### src/common/sertx_pkg.sv
// package: register map, field positions and states of the serial data path
package sertx_pkg;

  // ----------------------------------------------------------------
  // register byte offsets
  // ----------------------------------------------------------------
  localparam logic [7:0] ADDR_CSA  = 8'h00;
  localparam logic [7:0] ADDR_CSB  = 8'h04;
  localparam logic [7:0] ADDR_CSC  = 8'h08;
  localparam logic [7:0] ADDR_BAUD = 8'h0C;
  localparam logic [7:0] ADDR_DATA = 8'h10;

  // ----------------------------------------------------------------
  // field positions
  // ----------------------------------------------------------------
  localparam int CSA_PE   = 2;
  localparam int CSA_DOR  = 3;
  localparam int CSA_FE   = 4;
  localparam int CSA_UDRE = 5;
  localparam int CSA_TXC  = 6;
  localparam int CSA_RXC  = 7;
  localparam int CSB_TX9  = 0;
  localparam int CSB_RX9  = 1;
  localparam int CSB_TXEN = 3;
  localparam int CSB_RXEN = 4;
  localparam int CSB_EIE  = 5;
  localparam int CSB_CIE  = 6;
  localparam int CSC_PEN  = 3;
  localparam int CSC_PODD = 4;
  localparam int CSC_STP2 = 5;
  localparam int CSC_SYNC = 6;
  // receive buffer word: data in [8:0], then status bits
  localparam int RXW_9    = 8;
  localparam int RXW_FE   = 9;
  localparam int RXW_DOR  = 10;
  localparam int RXW_PE   = 11;
  localparam int RXW_W    = 12;
  localparam int RX_DEPTH = 2;

  // ----------------------------------------------------------------
  // reset values and encodings
  // ----------------------------------------------------------------
  localparam logic [11:0] BAUD_RST = 12'h00F;
  localparam logic [2:0]  CSZ_RST  = 3'h3;
  localparam logic [2:0]  CSZ_NINE = 3'h7;

  typedef enum logic {SERT_TX_IDLE, SERT_TX_BUSY} sertx_tx_e;
  typedef enum logic [1:0] {SERT_RX_IDLE, SERT_RX_START, SERT_RX_BITS} sertx_rx_e;

endpackage : sertx_pkg

### src/design/sertx_rxfifo.sv
// two-entry receive buffer holding each character with its status bits
`timescale 1ns/1ps
`default_nettype none
module sertx_rxfifo
  import sertx_pkg::*;
#(
  parameter int W     = 12,
  parameter int DEPTH = 2
) (
  input  wire logic         i_ref_clk,
  input  wire logic         i_rst_n,
  input  wire logic         i_flush,
  input  wire logic         i_push,
  input  wire logic [W-1:0] i_wdata,
  input  wire logic         i_pop,
  output logic      [W-1:0] o_rdata,
  output logic              o_valid,
  output logic              o_full
);
  localparam int AW = (DEPTH > 1) ? $clog2(DEPTH) : 1;

  logic [W-1:0]  mem_q [DEPTH];
  logic [AW-1:0] wp_q;
  logic [AW-1:0] rp_q;
  logic [AW:0]   cnt_q;

  function automatic logic [AW-1:0] nxt(input logic [AW-1:0] p);
    return (p == AW'(DEPTH - 1)) ? '0 : p + 1'b1;
  endfunction : nxt

  wire do_push = i_push & ~o_full;
  wire do_pop  = i_pop & o_valid;

  assign o_valid = (cnt_q != '0);
  assign o_full  = (cnt_q == (AW + 1)'(DEPTH));
  assign o_rdata = mem_q[rp_q];

  // data array needs no reset: it is never read while empty
  always_ff @(posedge i_ref_clk) begin
    if (do_push) begin
      mem_q[wp_q] <= i_wdata;
    end
  end

  always_ff @(posedge i_ref_clk or negedge i_rst_n) begin
    if (!i_rst_n) begin
      wp_q  <= '0;
      rp_q  <= '0;
      cnt_q <= '0;
    end else if (i_flush) begin
      wp_q  <= '0;
      rp_q  <= '0;
      cnt_q <= '0;
    end else begin
      if (do_push) wp_q <= nxt(wp_q);
      if (do_pop) rp_q <= nxt(rp_q);
      cnt_q <= cnt_q + (AW + 1)'(do_push) - (AW + 1)'(do_pop);
    end
  end
endmodule : sertx_rxfifo
`default_nettype wire

### src/design/sertx_uart.sv
// serial port data path: transmit buffer, flags, framing and receive capture
//
// The register addresses and the APB register port are this design's own decisions.
`timescale 1ns/1ps
`default_nettype none
module sertx_uart
  import sertx_pkg::*;
#(
  parameter int BAUD_W = 12
) (
  input  wire logic        i_ref_clk,
  input  wire logic        i_rst_n,
  input  wire logic        i_psel,
  input  wire logic        i_penable,
  input  wire logic        i_pwrite,
  input  wire logic [7:0]  i_paddr,
  input  wire logic [31:0] i_pwdata,
  output logic      [31:0] o_prdata,
  output logic             o_pready,
  output logic             o_pslverr,
  input  wire logic        i_rxd,
  input  wire logic        i_shared_clock_pin,
  input  wire logic        i_tx_complete_irq_ack,
  output logic             o_txd,
  output logic             o_txd_oe_n,
  output logic             o_rxd_owned,
  output logic             o_tx_empty_irq,
  output logic             o_tx_complete_irq
);

  // ----------------------------------------------------------------
  // helpers
  // ----------------------------------------------------------------
  function automatic logic [3:0] char_bits(input logic [2:0] s);
    case (s)
      3'h0:    return 4'h5;
      3'h1:    return 4'h6;
      3'h2:    return 4'h7;
      CSZ_NINE: return 4'h9;
      default: return 4'h8;
    endcase
  endfunction : char_bits

  function automatic logic par_of(input logic [8:0] d, input logic [3:0] n,
                                  input logic odd);
    logic p;
    p = odd;
    for (int i = 0; i < 9; i++) begin
      if (4'(i) < n) p = p ^ d[i];
    end
    return p;
  endfunction : par_of

  function automatic logic [12:0] build_frame(input logic [8:0] d,
      input logic [3:0] n, input logic pen, input logic odd);
    logic [12:0] f;
    f    = '1;
    f[0] = 1'b0;
    for (int i = 0; i < 9; i++) begin
      if (4'(i) < n) f[i+1] = d[i];
    end
    if (pen) f[n+4'h1] = par_of(d, n, odd);
    return f;
  endfunction : build_frame

  // ----------------------------------------------------------------
  // control registers
  // ----------------------------------------------------------------
  logic              eie_q, cie_q, rx_en_q, tx_en_q, tx9_q;
  logic [2:0]        csz_q;
  logic              pen_q, podd_q, stp2_q, sync_q;
  logic [BAUD_W-1:0] baud_q;
  logic              tfull_q, txc_q, pop_ok_q;
  logic [8:0]        tbuf_q;
  logic              fifo_valid, fifo_full, fifo_push, fifo_pop;
  logic [RXW_W-1:0]  fifo_head, push_word;

  wire       setup = i_psel & ~i_penable;
  wire       acc   = i_psel & i_penable & o_pready;
  wire       wr    = acc & i_pwrite;
  wire [3:0] nch   = char_bits(csz_q);

  function automatic logic mapped(input logic [7:0] a);
    return a == ADDR_CSA || a == ADDR_CSB || a == ADDR_CSC ||
           a == ADDR_BAUD || a == ADDR_DATA;
  endfunction : mapped

  always_ff @(posedge i_ref_clk or negedge i_rst_n) begin
    if (!i_rst_n) begin
      {eie_q, cie_q, rx_en_q, tx_en_q, tx9_q} <= '0;
      {pen_q, podd_q, stp2_q, sync_q}         <= '0;
      csz_q  <= CSZ_RST;
      baud_q <= BAUD_W'(BAUD_RST);
    end else if (wr && i_paddr == ADDR_CSB) begin
      tx9_q   <= i_pwdata[CSB_TX9];
      tx_en_q <= i_pwdata[CSB_TXEN];
      rx_en_q <= i_pwdata[CSB_RXEN];
      eie_q   <= i_pwdata[CSB_EIE];
      cie_q   <= i_pwdata[CSB_CIE];
    end else if (wr && i_paddr == ADDR_CSC) begin
      csz_q  <= i_pwdata[2:0];
      pen_q  <= i_pwdata[CSC_PEN];
      podd_q <= i_pwdata[CSC_PODD];
      stp2_q <= i_pwdata[CSC_STP2];
      sync_q <= i_pwdata[CSC_SYNC];
    end else if (wr && i_paddr == ADDR_BAUD) begin
      baud_q <= i_pwdata[BAUD_W-1:0];
    end
  end

  // ----------------------------------------------------------------
  // bus answer: zero wait states, data sampled in the setup cycle
  // ----------------------------------------------------------------
  logic [31:0] rd_mux;
  always_comb begin
    rd_mux = '0;
    case (i_paddr)
      ADDR_CSA: begin
        rd_mux[CSA_RXC]  = fifo_valid;
        rd_mux[CSA_TXC]  = txc_q;
        rd_mux[CSA_UDRE] = ~tfull_q;
        rd_mux[CSA_FE]   = fifo_valid & fifo_head[RXW_FE];
        rd_mux[CSA_DOR]  = fifo_valid & fifo_head[RXW_DOR];
        rd_mux[CSA_PE]   = fifo_valid & fifo_head[RXW_PE];
      end
      ADDR_CSB: begin
        rd_mux[CSB_TX9]  = tx9_q;
        rd_mux[CSB_RX9]  = fifo_valid & fifo_head[RXW_9];
        rd_mux[CSB_TXEN] = tx_en_q;
        rd_mux[CSB_RXEN] = rx_en_q;
        rd_mux[CSB_EIE]  = eie_q;
        rd_mux[CSB_CIE]  = cie_q;
      end
      ADDR_CSC:  rd_mux[6:0] = {sync_q, stp2_q, podd_q, pen_q, csz_q};
      ADDR_BAUD: rd_mux[BAUD_W-1:0] = baud_q;
      ADDR_DATA: rd_mux[7:0] = fifo_valid ? fifo_head[7:0] : 8'h00;
      default:   rd_mux = '0;
    endcase
  end

  always_ff @(posedge i_ref_clk or negedge i_rst_n) begin
    if (!i_rst_n) begin
      o_pready  <= 1'b0;
      o_pslverr <= 1'b0;
      o_prdata  <= '0;
      pop_ok_q  <= 1'b0;
    end else begin
      o_pready  <= setup;
      o_pslverr <= setup & ~mapped(i_paddr);
      o_prdata  <= (setup & ~i_pwrite) ? rd_mux : '0;
      // only a read that saw a character may consume it
      pop_ok_q  <= setup & ~i_pwrite & (i_paddr == ADDR_DATA) & fifo_valid;
    end
  end

  assign fifo_pop = acc & ~i_pwrite & (i_paddr == ADDR_DATA) & pop_ok_q;

  // ----------------------------------------------------------------
  // bit timing: divider, or edges of the shared clock pin
  // ----------------------------------------------------------------
  logic              sclk_q, sclk_prev_q;
  logic [BAUD_W-1:0] tx_tmr_q;
  sertx_tx_e         tx_st_q;
  logic [12:0]       tx_sh_q;
  logic [3:0]        tx_left_q;

  always_ff @(posedge i_ref_clk or negedge i_rst_n) begin
    if (!i_rst_n) begin
      sclk_q      <= 1'b0;
      sclk_prev_q <= 1'b0;
    end else begin
      sclk_q      <= i_shared_clock_pin;
      sclk_prev_q <= sclk_q;
    end
  end
  wire sclk_rise = sclk_q & ~sclk_prev_q;
  wire sclk_fall = ~sclk_q & sclk_prev_q;
  wire tx_tick   = sync_q ? sclk_fall : (tx_tmr_q == '0);

  always_ff @(posedge i_ref_clk or negedge i_rst_n) begin
    if (!i_rst_n) tx_tmr_q <= '0;
    else if (tx_st_q == SERT_TX_IDLE || tx_tmr_q == '0) tx_tmr_q <= baud_q;
    else tx_tmr_q <= tx_tmr_q - 1'b1;
  end

  // ----------------------------------------------------------------
  // transmitter
  // ----------------------------------------------------------------
  wire tx_on   = ~o_txd_oe_n;
  wire tx_end  = (tx_st_q == SERT_TX_BUSY) & tx_tick & (tx_left_q == 4'h1);
  wire tx_load = tx_on & tfull_q & (tx_st_q == SERT_TX_IDLE | tx_end);
  wire dwr     = wr & (i_paddr == ADDR_DATA);

  always_ff @(posedge i_ref_clk or negedge i_rst_n) begin
    if (!i_rst_n) begin
      tbuf_q  <= '0;
      tfull_q <= 1'b0;
    end else if (dwr) begin
      tbuf_q  <= {tx9_q, i_pwdata[7:0]};
      tfull_q <= 1'b1;
    end else if (tx_load) begin
      tfull_q <= 1'b0;
    end
  end

  always_ff @(posedge i_ref_clk or negedge i_rst_n) begin
    if (!i_rst_n) begin
      tx_st_q   <= SERT_TX_IDLE;
      tx_sh_q   <= '1;
      tx_left_q <= '0;
      o_txd     <= 1'b1;
    end else if (tx_load) begin
      tx_st_q   <= SERT_TX_BUSY;
      tx_sh_q   <= build_frame(tbuf_q, nch, pen_q, podd_q);
      tx_left_q <= 4'h2 + nch + 4'(pen_q) + 4'(stp2_q);
      o_txd     <= 1'b0;
    end else if (tx_end) begin
      tx_st_q <= SERT_TX_IDLE;
      o_txd   <= 1'b1;
    end else if (tx_st_q == SERT_TX_BUSY && tx_tick) begin
      tx_sh_q   <= {1'b1, tx_sh_q[12:1]};
      tx_left_q <= tx_left_q - 4'h1;
      o_txd     <= tx_sh_q[1];
    end
  end

  always_ff @(posedge i_ref_clk or negedge i_rst_n) begin
    if (!i_rst_n) o_txd_oe_n <= 1'b1;
    else if (tx_en_q) o_txd_oe_n <= 1'b0;
    else if (tx_st_q == SERT_TX_IDLE && !tfull_q) o_txd_oe_n <= 1'b1;
  end

  // a new completion wins over a clear in the same cycle
  always_ff @(posedge i_ref_clk or negedge i_rst_n) begin
    if (!i_rst_n) txc_q <= 1'b0;
    else if (tx_end && !tfull_q) txc_q <= 1'b1;
    else if (i_tx_complete_irq_ack || (wr && i_paddr == ADDR_CSA && i_pwdata[CSA_TXC]))
      txc_q <= 1'b0;
  end

  always_ff @(posedge i_ref_clk or negedge i_rst_n) begin
    if (!i_rst_n) begin
      o_tx_empty_irq    <= 1'b0;
      o_tx_complete_irq <= 1'b0;
    end else begin
      o_tx_empty_irq    <= eie_q & ~tfull_q;
      o_tx_complete_irq <= cie_q & txc_q & ~i_tx_complete_irq_ack;
    end
  end

  // ----------------------------------------------------------------
  // receiver
  // ----------------------------------------------------------------
  sertx_rx_e         rx_st_q;
  logic [BAUD_W-1:0] rx_tmr_q;
  logic [3:0]        rx_idx_q;
  logic [8:0]        rdat_q;
  logic              rpar_q, rx_prev_q, rwait_q, ovr_q;
  logic [RXW_W-1:0]  rwait_word_q, word;

  wire [3:0] nrx     = nch + 4'(pen_q);
  wire       rx_tick = sync_q ? sclk_rise : (rx_tmr_q == '0);
  wire       rx_sof  = sync_q ? (sclk_rise & ~i_rxd) : (rx_prev_q & ~i_rxd);
  wire       rx_go   = rx_en_q & (rx_st_q == SERT_RX_IDLE) & rx_sof;
  wire       rx_done = (rx_st_q == SERT_RX_BITS) & rx_tick & (rx_idx_q == nrx);

  always_comb begin
    word            = '0;
    word[8:0]       = rdat_q;
    word[RXW_FE]    = ~i_rxd;
    word[RXW_DOR]   = ovr_q;
    word[RXW_PE]    = pen_q & (rpar_q != par_of(rdat_q, nch, podd_q));
  end

  assign fifo_push = rx_en_q & ((rwait_q & ~fifo_full) | (rx_done & ~fifo_full));
  assign push_word = rwait_q ? rwait_word_q : word;

  always_ff @(posedge i_ref_clk or negedge i_rst_n) begin
    if (!i_rst_n) begin
      rx_st_q   <= SERT_RX_IDLE;
      rx_tmr_q  <= '0;
      rx_idx_q  <= '0;
      rdat_q    <= '0;
      rpar_q    <= 1'b0;
      rx_prev_q <= 1'b1;
    end else if (!rx_en_q) begin
      rx_st_q   <= SERT_RX_IDLE; // disable is immediate, the frame is dropped
      rx_prev_q <= 1'b1;
    end else begin
      rx_prev_q <= i_rxd;
      rx_tmr_q  <= (rx_tmr_q == '0) ? baud_q : rx_tmr_q - 1'b1;
      case (rx_st_q)
        SERT_RX_IDLE: if (rx_go) begin
          rx_st_q  <= sync_q ? SERT_RX_BITS : SERT_RX_START;
          rx_tmr_q <= baud_q >> 1;
          rx_idx_q <= '0;
          rdat_q   <= '0;
        end
        SERT_RX_START: if (rx_tmr_q == '0) begin
          rx_st_q <= i_rxd ? SERT_RX_IDLE : SERT_RX_BITS;
        end
        SERT_RX_BITS: if (rx_done) begin
          rx_st_q <= SERT_RX_IDLE;
        end else if (rx_tick) begin
          if (rx_idx_q < nch) rdat_q[rx_idx_q] <= i_rxd;
          else rpar_q <= i_rxd;
          rx_idx_q <= rx_idx_q + 4'h1;
        end
        default: rx_st_q <= SERT_RX_IDLE;
      endcase
    end
  end

  // a completed frame that finds the buffer full waits in the holding register rwait_word_q
  always_ff @(posedge i_ref_clk or negedge i_rst_n) begin
    if (!i_rst_n) begin
      rwait_q      <= 1'b0;
      rwait_word_q <= '0;
      ovr_q        <= 1'b0;
    end else if (!rx_en_q) begin
      rwait_q <= 1'b0;
      ovr_q   <= 1'b0;
    end else begin
      if (rx_done && (fifo_full || rwait_q)) begin
        rwait_q      <= 1'b1;
        rwait_word_q <= word;
      end else if (fifo_push && rwait_q) begin
        rwait_q <= 1'b0;
      end else if (rx_go && rwait_q && fifo_full) begin
        rwait_q <= 1'b0; // the waiting character is lost
      end
      if (rx_go && rwait_q && fifo_full) ovr_q <= 1'b1;
      // a late store from the waiting slot also counts as a successful move
      else if (fifo_push) ovr_q <= 1'b0;
    end
  end

  sertx_rxfifo #(
    .W     (RXW_W),
    .DEPTH (RX_DEPTH)
  ) u_rxfifo (
    .i_ref_clk (i_ref_clk),
    .i_rst_n   (i_rst_n),
    .i_flush   (~rx_en_q),
    .i_push    (fifo_push),
    .i_wdata   (push_word),
    .i_pop     (fifo_pop),
    .o_rdata   (fifo_head),
    .o_valid   (fifo_valid),
    .o_full    (fifo_full)
  );

  always_ff @(posedge i_ref_clk or negedge i_rst_n) begin
    if (!i_rst_n) o_rxd_owned <= 1'b0;
    else o_rxd_owned <= rx_en_q;
  end
endmodule : sertx_uart
`default_nettype wire

### config.mk
export PLATFORM = sky130hd
export DESIGN_NAME = sertx_uart
export DESIGN_NICKNAME = d
export VERILOG_FILES = /design/src/common/sertx_pkg.sv /design/src/design/sertx_rxfifo.sv /design/src/design/sertx_uart.sv
export SDC_FILE = /design/constraint.sdc
export NUM_CORES = 1
export LEC_CHECK = 0
export ABC_AREA = 1
export BUFFER_PORTS_ARGS = -buffer_cell sky130_fd_sc_hd__buf_2
export CORE_MARGIN = 2
export CORE_UTILIZATION = 60
export DETAILED_ROUTE_END_ITERATION = 10
export PLACE_DENSITY = 0.82
export SYNTH_ARGS = -nofsm -noshare
export SYNTH_HDL_FRONTEND = slang
export SYNTH_HIERARCHICAL = 1
export SYNTH_SLANG_ARGS = --single-unit
### constraint.sdc
create_clock -name i_ref_clk -period 3.6 [get_ports i_ref_clk]
set_input_delay 0.18 -clock i_ref_clk [delete_from_list [all_inputs] [get_ports i_ref_clk]]
set_output_delay 0.18 -clock i_ref_clk [all_outputs]
set_load 0.01 [all_outputs]
==> results_dict.tcl, run 1 <==
set metrics [dict create \
    tns_ps 0 \
    gp_congestion 0.970 \
    nets 1169 \
    die_y_um 123 \
    ys_ff_latch 157 \
    wl_per_cell_um 15.7 \
    fmax_mhz 304 \
    syn_area_per_cell_um2 8.13 \
    wirelength_mm 20.3 \
    synth_top_cell_by_area "dfrtp_1" \
    tightest_slew_ps 981 \
    diodes 0 \
    grt-ovfl-total 0 \
    grt_setup_unrepaired "false" \
    skew_ps 11.5 \
    antenna_found_initial 0 \
    grt_max_degree 110 \
    die_area_mm2 0.0151 \
    arrival_ps 3660 \
    crit_path_max_incr_delay_ps 640 \
    ant_nets 0 \
    synth_top_cell_area_share 0.329 \
    regToRegSetupSlack_ps 310 \
    async_reset_ff_frac 0.847 \
    synth_common_cells "nand2_1 (275), inv_1 (126), dfrtp_1 (112), o21ai_0 (90), nor2_1 (84)" \
    io_pins 87 \
    end_kind "register" \
    cap_violations 0 \
    timing.final.max_slew_violations 0 \
    path_max_fanout 8 \
    hold_path.class "in2reg" \
    htreeDepth 4 \
    vias 7149 \
    hold_violations 0 \
    clock_sinks 157 \
    synth_area_leaders "dfrtp_1 (33%), nand2_1 (12%), edfxtp_1 (8.5%)" \
    synthMostInstantiatedCell "nand2_1" \
    drt-vias-per-instance 5.52 \
    postCtsSetupBuffers 0 \
    drt_first_iter_violations 672 \
    synth_area_mm2 0.00851 \
    p_leak_nw 4.51 \
    remaining_drc_errors 0 \
    critPathBufInv 3 \
    final_util 0.685 \
    start_kind "register" \
    grt_pass1_vias 6783 \
    layout-drive-gt1-share 0.156 \
    clk-insertion-delay-late_ps 440 \
    maxSlewHeadroom 0.346 \
    period_share 0.913 \
    core_mm2 0.0139 \
    synth_ff_type "dfrtp_1" \
    status "finished, final reports clean" \
    die_x_um 123 \
    grt_pass1_wl_mm 32.6 \
    criticalPathCategory "reg2reg" \
    first_pass_iters 6 \
    cp_cell_sequence "inv_1 > nand2_1 > nand2_2 > ha_1 > ha_1 > xnor2_1 > nand2_1 > a21oi_2 > nand3_4 > a21oi_2 > inv_1 > nor2_1 > nand2_1 > ha_1 > inv_1 > ha_1 > nand3_1 > nand2_1 > nor2_1" \
    critPathRequiredTime_ps 3970 \
    ys_seq_area_frac 0.479 \
    globalRouteTotalUtil 0.282 \
    synth_edf_count 24 \
    path_clk_slew_ps 60 \
    start_util 0.613 \
    synth_cell_types 51 \
    row_count 43 \
    postSynthCellCount 1046 \
    path_delay_family "adder cells" \
    cts_tree "done" \
    cts_made_buffers 17 \
    port_buffers 46 \
    fin_crit_ps 3290 \
    root_buffer "clkbuf_16" \
    crit_slowest_cell "dfstp_2" \
    area_growth_pct 11.8 \
    hold_slack_ps 6.97 \
    p_per_area_mw_per_mm2 479 \
    clk_path_buf_depth 2 \
    yosysWarnings 6 \
    ir_worst_vdd_mv 0.339 \
    setup_viol 0 \
    hpwlAfterDp_mm 14.0 \
]
state kept, by name (all words and copies together), names as in the netlist, 9 cells and up:
| signal | count |
|---|---|
| o_prdata | 12 |
| tx_sh_q | 12 |
| tx_tmr_q | 12 |
| rdat_q | 9 |
| tbuf_q | 9 |
| rx_tmr_q | 12 |
| baud_q | 12 |
| u_rxfifo/mem_q | 24 |
| rwait_word_q | 12 |
power by group:
group | internal [mW] | total [mW] | leakage, nW | switching [mW]
Combinational | 0.235 | 0.613 | 2.33 | 0.379
Clock | 1.09 | 1.84 | 0.290 | 0.751
Sequential | 1.99 | 2.10 | 1.89 | 0.109
Total | 3.32 | 4.55 | 4.51 | 1.24
repair_timing:
item,in CTS,in global routing
hold buffers,10,0
endpoints found under the hold margin,103,0
setup endpoints to repair,0,1
gates resized for setup,0,1
final timing paths:
kind	startpoint	end	cells past startpoint
max reg2reg	csz_q[0]	u_rxfifo/cnt_q[1]	19
max	csz_q[0]	u_rxfifo/cnt_q[1]	19
min	i_rxd	rwait_word_q[9]	2
min in group asynchronous	i_rst_n	o_pready	2
min reg2reg	sclk_q	sclk_prev_q	0
max in group asynchronous	i_rst_n	tx_sh_q[5]	3
stage by stage:
| step | cells | worst slack, ps | cell area, um^2 | total power, mW |
|---|---|---|---|---|
| 2_1_floorplan | 1065 | 422 | 8580 | 2.56 |
| 3_3_place_gp | 1254 | 469 | 8810 | 2.70 |
| 3_5_place_dp | 1254 | 344 | 8810 | 2.72 |
| 4_1_cts | 1296 | 306 | 9510 | 4.55 |
| 5_1_grt | 1296 | 54.7 | 9510 | 4.75 |
| 6_report | 1296 | 312 | 9510 | 4.55 |
layout make-up:
type,count,area [um^2]
Sequential cell,157,4080
Multi-Input combinational cell,720,3670
Clock buffer,18,429
Tap cell,180,225
Timing Repair Buffer,67,419
Fill cell,1039,4370
Clock inverter,14,170
Inverter,140,526
layer usage:
layer | routed length [um] | up-vias | global-route usage
met5 | 0 | - | 0
met4 | 957 | 0 | 0.161
met3 | 1300 | 84 | 0.0558
met2 | 9660 | 298 | 0.457
met1 | 8430 | 3331 | 0.353
li1 | - | 3436 | -
layout by cell type (no fill, tap or decap), types with 4 or more instances in the layout:
cell / count
nand2_1: 275
inv_1: 126
dfrtp_1: 112
o21ai_0: 90
nor2_1: 84
nand3_1: 51
buf_2: 45
a21oi_1: 33
edfxtp_1: 24
dfstp_2: 21
conb_1: 20
nand2_2: 19
xor2_1: 18
nor3_1: 18
ha_1: 17
clkbuf_16: 17
xnor2_1: 13
inv_2: 12
o21ai_2: 12
buf_4: 11
dlygate4sd3_1: 10
o21ai_1: 8
nand4_1: 7
o221ai_1: 7
nor2_2: 6
o22ai_1: 6
o211ai_1: 5
clkinv_4: 5
mux2_2: 4
logic make-up after synthesis:
logic type | synth area share
muxes | 0.00529
xor gates and xnor gates | 0.0319
DFF | 0.479
and+or+nand+nor | 0.240
adders and majority gates | 0.0274
buffers and inverters | 0.0985
AOI/OAI and AO/OA | 0.118
other | 0.000441
Power figures use the tool's default switching activity.
==> run 2, diff against run 1 <==
--- a/config.mk
+++ b/config.mk
@@ -8,9 +8,9 @@
 export ABC_AREA = 1
 export BUFFER_PORTS_ARGS = -buffer_cell sky130_fd_sc_hd__buf_2
 export CORE_MARGIN = 2
-export CORE_UTILIZATION = 60
+export CORE_UTILIZATION = 54
 export DETAILED_ROUTE_END_ITERATION = 10
-export PLACE_DENSITY = 0.82
+export PLACE_DENSITY = 0.78
 export SYNTH_ARGS = -nofsm -noshare
 export SYNTH_HDL_FRONTEND = slang
 export SYNTH_HIERARCHICAL = 1
==> constraint.sdc (replaced) <==
create_clock -name i_ref_clk -period 2.96 [get_ports i_ref_clk]
set_input_delay 0.148 -clock i_ref_clk [delete_from_list [all_inputs] [get_ports i_ref_clk]]
set_output_delay 0.148 -clock i_ref_clk [all_outputs]
set_load 0.01 [all_outputs]
==> run 2 against run 1 <==
Compared with the run above: hold slack improved by 23 ps; sequential cell count unchanged; first-iteration DRC count decreased by 14%; wire length decreased by 2.3%; cell count increased by 3.5%; total power increased by 17%; highest routed layer unchanged.
==> results_dict.tcl, run 2 (synthesis results as in run 1) <==
set metrics [dict create \
    regToRegSetupSlack_ps 90 \
    die_area_mm2 0.0168 \
    port_buffers 46 \
    path_max_fanout 3 \
    area_growth_pct 14.1 \
    p_per_area_mw_per_mm2 550 \
    regArea_mm2 0.00408 \
    maxSlewHeadroom 0.197 \
    layout-drive-gt1-share 0.175 \
    clock_sinks 157 \
    layout_common_cells "nand2_1 (274), inv_1 (123), dfrtp_1 (112)" \
    row_count 45 \
    period_share 0.970 \
    final_util 0.634 \
    hold_slack_ps 29.7 \
    cap_violations 0 \
    path_delay_family "adder cells" \
    diodes 0 \
    min_to "baud_q[7]" \
    largest_reg_flops 24 \
    end_kind "register" \
    clk-insertion-delay-late_ps 430 \
    ir_worst_vdd_mv 0.340 \
    reg2reg_depth 18 \
    io_pins 87 \
    cts_tree "done" \
    wirelength_mm 19.9 \
    crit_slowest_cell "dfstp_2" \
    status "finished, final reports clean" \
    vias 7041 \
    skew_ps 11.8 \
    num-fill-cells 1267 \
    ant_nets 0 \
    globalRouteTotalUtil 0.249 \
    start_util 0.555 \
    r2r-start "csz_q[0]" \
    gp_congestion 0.996 \
    drt_first_iter_violations 578 \
    top_register "u_rxfifo/mem_q" \
    cp_cell_sequence "inv_2 > nand2_1 > nand2_2 > ha_4 > ha_4 > xnor2_2 > nand2_1 > a21oi_2 > nand3_4 > a21oi_4 > inv_2 > nor2_4 > nand2_2 > ha_1 > inv_2 > ha_4 > inv_1 > nor2_1" \
    grt_busiest_layer "met2" \
    worst_slack_ps 90.1 \
    cts_made_buffers 17 \
    holdPathStages 3 \
    clk_path_buf_depth 2 \
    post-route-cell-area_mm2 0.00971 \
    wl_per_cell_um 14.8 \
    setup_viol 0 \
    fin_crit_ps 2870 \
    layout.cells.most_common "nand2_1" \
    hpwlAfterDp_mm 14.2 \
    timing.final.max_slew_violations 0 \
    core_mm2 0.0153 \
    multi_input_area_mm2 0.00376 \
    crit_path_max_incr_delay_ps 570 \
    hold_path.class "in2reg" \
    die_y_um 130 \
    critPathBufInv 4 \
    timing.rr.end "u_rxfifo/cnt_q[0]" \
    critPathRequiredTime_ps 3320 \
    placed_area_mm2 0.00893 \
    remaining_drc_errors 0 \
    grt_use_met2 0.413 \
    met1_usage 0.326 \
    fmax_mhz 348 \
    first_pass_iters 5 \
    criticalPathCategory "reg2reg" \
    root_buffer "clkbuf_16" \
    use_met3 0.0467 \
    arrival_ps 3230 \
    grt-ovfl-total 0 \
    hold_violations 0 \
    grt_pass1_vias 6585 \
    path_clk_slew_ps 60 \
    die_x_um 130 \
    antenna_found_initial 0 \
    min_from "i_pwdata[7]" \
    tightest_slew_ps 1200 \
    p_leak_nw 4.55 \
    drt-vias-per-instance 5.25 \
    start_kind "register" \
    htreeDepth 4 \
    grt_pass1_wl_mm 32.3 \
    nets 1183 \
    place_ws_ps -35.8 \
    grt_max_degree 73 \
]
==> run 2: changes by cell type in the layout (fill, tap and decap cells not counted), sizes merged <==
| cell | previous run | this run |
|---|---|---|
| inv | 139 | 138 |
| clkbuf | 18 | 22 |
| clkinvlp | 2 | 5 |
| clkinv | 10 | 6 |
| buf | 57 | 70 |
| bufinv | 3 | 1 |
| dlygate4sd3 | 10 | 11 |
==> run 2: cell type report <==
| cell class | count | share of cell area |
|---|---|---|
| clock inverter | 10 | 0.00941 |
| tap | 211 | 0.0272 |
| timing repair buffer | 81 | 0.0546 |
| inverter | 140 | 0.0541 |
| clock buffer | 22 | 0.0479 |
| sequential | 157 | 0.420 |
| multi-input combinational | 720 | 0.387 |
==> run 2: worst min-delay path, stage by stage <==
cell and delay [ps]:
buf_2 100, inv_1 80, o21ai_0 90
==> run 2: how the worst max path moves through the flow <==
stage | from | endpoint | slack [ps] | cells after the start
after floorplan | csz_q[0] | u_rxfifo/cnt_q[0] | 2 | 19
after global placement | csz_q[0] | u_rxfifo/cnt_q[0] | 30 | 18
after detailed placement | csz_q[0] | u_rxfifo/cnt_q[1] | -40 | 18
after CTS | csz_q[0] | u_rxfifo/cnt_q[1] | 20 | 18
after global routing | csz_q[0] | u_rxfifo/cnt_q[1] | -60 | 19
final | csz_q[0] | u_rxfifo/cnt_q[0] | 90 | 18
==> run 2: repair_timing <==
| item | 4_1_cts | 5_1_grt |
|---|---|---|
| pin swaps | 0 | 6 |
| hold endpoints to repair | 65 | 0 |
| resized for setup | 1 | 17 |
| setup endpoints to repair | 2 | 26 |
| hold buffers | 11 | 0 |
| setup buffers | 1 | 2 |
==> run 2: layer usage <==
layer	wire length, um	up-vias
li1	-	3467
met1	8680	3308
met2	9650	221
met3	961	45
met4	570	0
met5	0	-
==> run 2: per-stage QoR <==
stage,std cells,power (mW),TNS [ps]
2_1_floorplan,1065,3.12,0
3_3_place_gp,1295,3.27,0
3_5_place_dp,1295,3.31,-66.7
4_1_cts,1339,5.37,0
5_1_grt,1341,5.63,-108
6_report,1341,5.34,0
==> run 2: power breakdown <==
group / total (mW) / switching, mW / leakage, nW / internal (mW)
Clock: 2.06 / 0.855 / 0.257 / 1.20
Combinational: 0.732 / 0.452 / 2.40 / 0.280
Sequential: 2.56 / 0.134 / 1.89 / 2.42
==> run 3, diff against run 2 <==
--- a/config.mk
+++ b/config.mk
@@ -7,10 +7,11 @@
 export LEC_CHECK = 0
 export ABC_AREA = 1
 export BUFFER_PORTS_ARGS = -buffer_cell sky130_fd_sc_hd__buf_2
-export CORE_MARGIN = 2
 export CORE_UTILIZATION = 54
 export DETAILED_ROUTE_END_ITERATION = 10
+export GPL_TIMING_DRIVEN = 0
 export PLACE_DENSITY = 0.78
+export SKIP_LAST_GASP = 1
 export SYNTH_ARGS = -nofsm -noshare
 export SYNTH_HDL_FRONTEND = slang
 export SYNTH_HIERARCHICAL = 1
==> run 3 against run 2 <==
Compared with the run above: hold slack is essentially flat; register-to-register slack worse by 60 ps; via count is 5.1% higher; critical path type unchanged; critical endpoint unchanged.
==> results_dict.tcl, run 3 (synthesis results as in run 1) <==
set metrics [dict create \
    skew_ps 10.8 \
    wirelength_mm 21.4 \
    setup_viol 0 \
    cp_cell_sequence "inv_2 > nand2_2 > nand2_2 > ha_4 > ha_4 > xnor2_2 > nand2_1 > a21oi_2 > nand3_4 > a21oi_4 > inv_2 > nor2_4 > nand2_4 > ha_4 > inv_2 > ha_4 > inv_2 > nor2_2" \
    cts_tree "done" \
    dp_cells 1323 \
    met1_usage 0.338 \
    nets 1225 \
    status "finished, final reports clean" \
    diodes 0 \
    drt-vias-per-instance 5.35 \
    worstSetupStartpoint "csz_q[0]" \
    antenna_found_initial 0 \
    crit_slowest_cell "dfstp_2" \
    num-fill-cells 1207 \
    largest_reg_flops 24 \
    arrival_ps 3230 \
    placed_area_mm2 0.00912 \
    layout.cells.most_common "nand2_1" \
    die_area_mm2 0.0163 \
    first_pass_iters 5 \
    critPathBufInv 4 \
    clk_path_buf_depth 2 \
    wl_per_cell_um 15.5 \
    reg2reg_depth 18 \
    clockPowerShare 0.397 \
    grt_max_degree 87 \
    place_ws_ps -432 \
    top_register "u_rxfifo/mem_q" \
    grt_pass1_wl_mm 34.6 \
    root_buffer "clkbuf_16" \
    tns_ps 0 \
    fin_crit_ps 2930 \
    cts_made_buffers 17 \
    htreeDepth 4 \
    io_pins 87 \
    start_kind "register" \
    path_max_fanout 4 \
    critPathRequiredTime_ps 3270 \
    min_from "i_pwdata[7]" \
    path_clk_slew_ps 60 \
    grt_pass1_vias 7055 \
    end_kind "register" \
    post-route-cell-area_mm2 0.0101 \
    criticalPathCategory "reg2reg" \
    timing.final.max_slew_violations 0 \
    ir_worst_vdd_mv 0.396 \
    grt_busiest_layer "met2" \
    r2r-start "csz_q[0]" \
    ant_nets 0 \
    crit_cells 18 \
    row_count 45 \
    internal-power_mw 4.07 \
    clock_sinks 157 \
    p_total_mw 5.56 \
    hold_violations 0 \
    tightest_slew_ps 564 \
    grt-ovfl-total 0 \
    globalRouteTotalUtil 0.277 \
    path_delay_family "adder cells" \
    die_y_um 128 \
    drt_first_iter_violations 560 \
    worst_slack_ps 30.6 \
    holdPathStages 3 \
    start_util 0.555 \
    seq_power_share 0.461 \
    period_share 0.990 \
    layout-drive-gt1-share 0.199 \
    combPwrFrac 0.143 \
    p_leak_nw 4.78 \
    maxSlewHeadroom 0.622 \
    p_per_area_mw_per_mm2 548 \
    fmax_mhz 341 \
    final_cells 1383 \
    layout_common_cells "nand2_1 (273), inv_1 (122), dfrtp_1 (111)" \
    crit_path_max_incr_delay_ps 610 \
    clk-insertion-delay-late_ps 430 \
    cap_violations 0 \
    area_growth_pct 19.2 \
    hold_path.class "in2reg" \
    hold_slack_ps 30.1 \
    port_buffers 46 \
    die_x_um 128 \
    gp_congestion 0.973 \
    use_met3 0.0482 \
    core_mm2 0.0153 \
    power_switching_mw 1.49 \
    hpwlAfterDp_mm 14.9 \
    final_util 0.662 \
    remaining_drc_errors 0 \
    grt_setup_unrepaired "true" \
    swShare 0.268 \
    vias 7397 \
    grt_use_met2 0.473 \
]
==> run 3: cell types whose count changed in the layout (fill, tap and decap cells not counted), sizes merged <==
cell,delta
buf,+26
clkinv,-1
inv,+2
bufinv,-1
clkbuf,+19
clkinvlp,-3
==> run 3: power by group through the flow <==
stage / logic, mW / clock network [mW] / registers, mW
global placement: 0.722 / 0 / 2.59
detailed placement: 0.756 / 0 / 2.59
floorplan: 0.550 / 0 / 2.57
finish: 0.792 / 2.20 / 2.56
global route: 0.900 / 2.32 / 2.58
CTS: 0.787 / 2.22 / 2.56
==> run 3: timing repair <==
item,in CTS,in global routing
pin swaps,7,10
hold endpoints to repair,52,0
setup buffers,11,7
endpoints found under the setup margin,26,26
resized for setup,17,10
hold buffers,11,0
==> run 3: layout make-up <==
type,count,area (um^2),share of cell area
buffer,47,308,0.0304
inverter,140,526,0.0518
clock inverter,7,42.5,0.00420
tap,211,264,0.0260
multi-input combinational,720,3800,0.375
sequential,157,4080,0.402
timing repair buffer,76,551,0.0543
clock buffer,25,571,0.0563
==> run 3: worst register-to-register path, cell delays in order (launching register included) <==
cell     delay [ps]
dfstp_2         610
inv_2            70
nand2_2          70
nand2_2          70
ha_4            180
ha_4            260
xnor2_2         100
nand2_1         100
a21oi_2         170
nand3_4         120
a21oi_4         160
inv_2            70
nor2_4          120
nand2_4          90
ha_4            270
inv_2            40
ha_4            230
inv_2            50
nor2_2           30
==> run 3: path summary, 6_finish.rpt <==
path,endpoint,slack (ps)
min in group asynchronous,u_rxfifo/cnt_q[1],220
worst max-delay path,u_rxfifo/cnt_q[0],30
worst max register to register,u_rxfifo/cnt_q[0],30
max in group asynchronous,o_txd,1930
worst min-delay path,baud_q[7],30
worst min register to register,sclk_prev_q,470
==> run 3: layer usage <==
layer,share of wire,up-vias
met3,0.055,61
li1,-,3554
met2,0.50,267
met4,0.035,0
met5,0,-
met1,0.41,3515
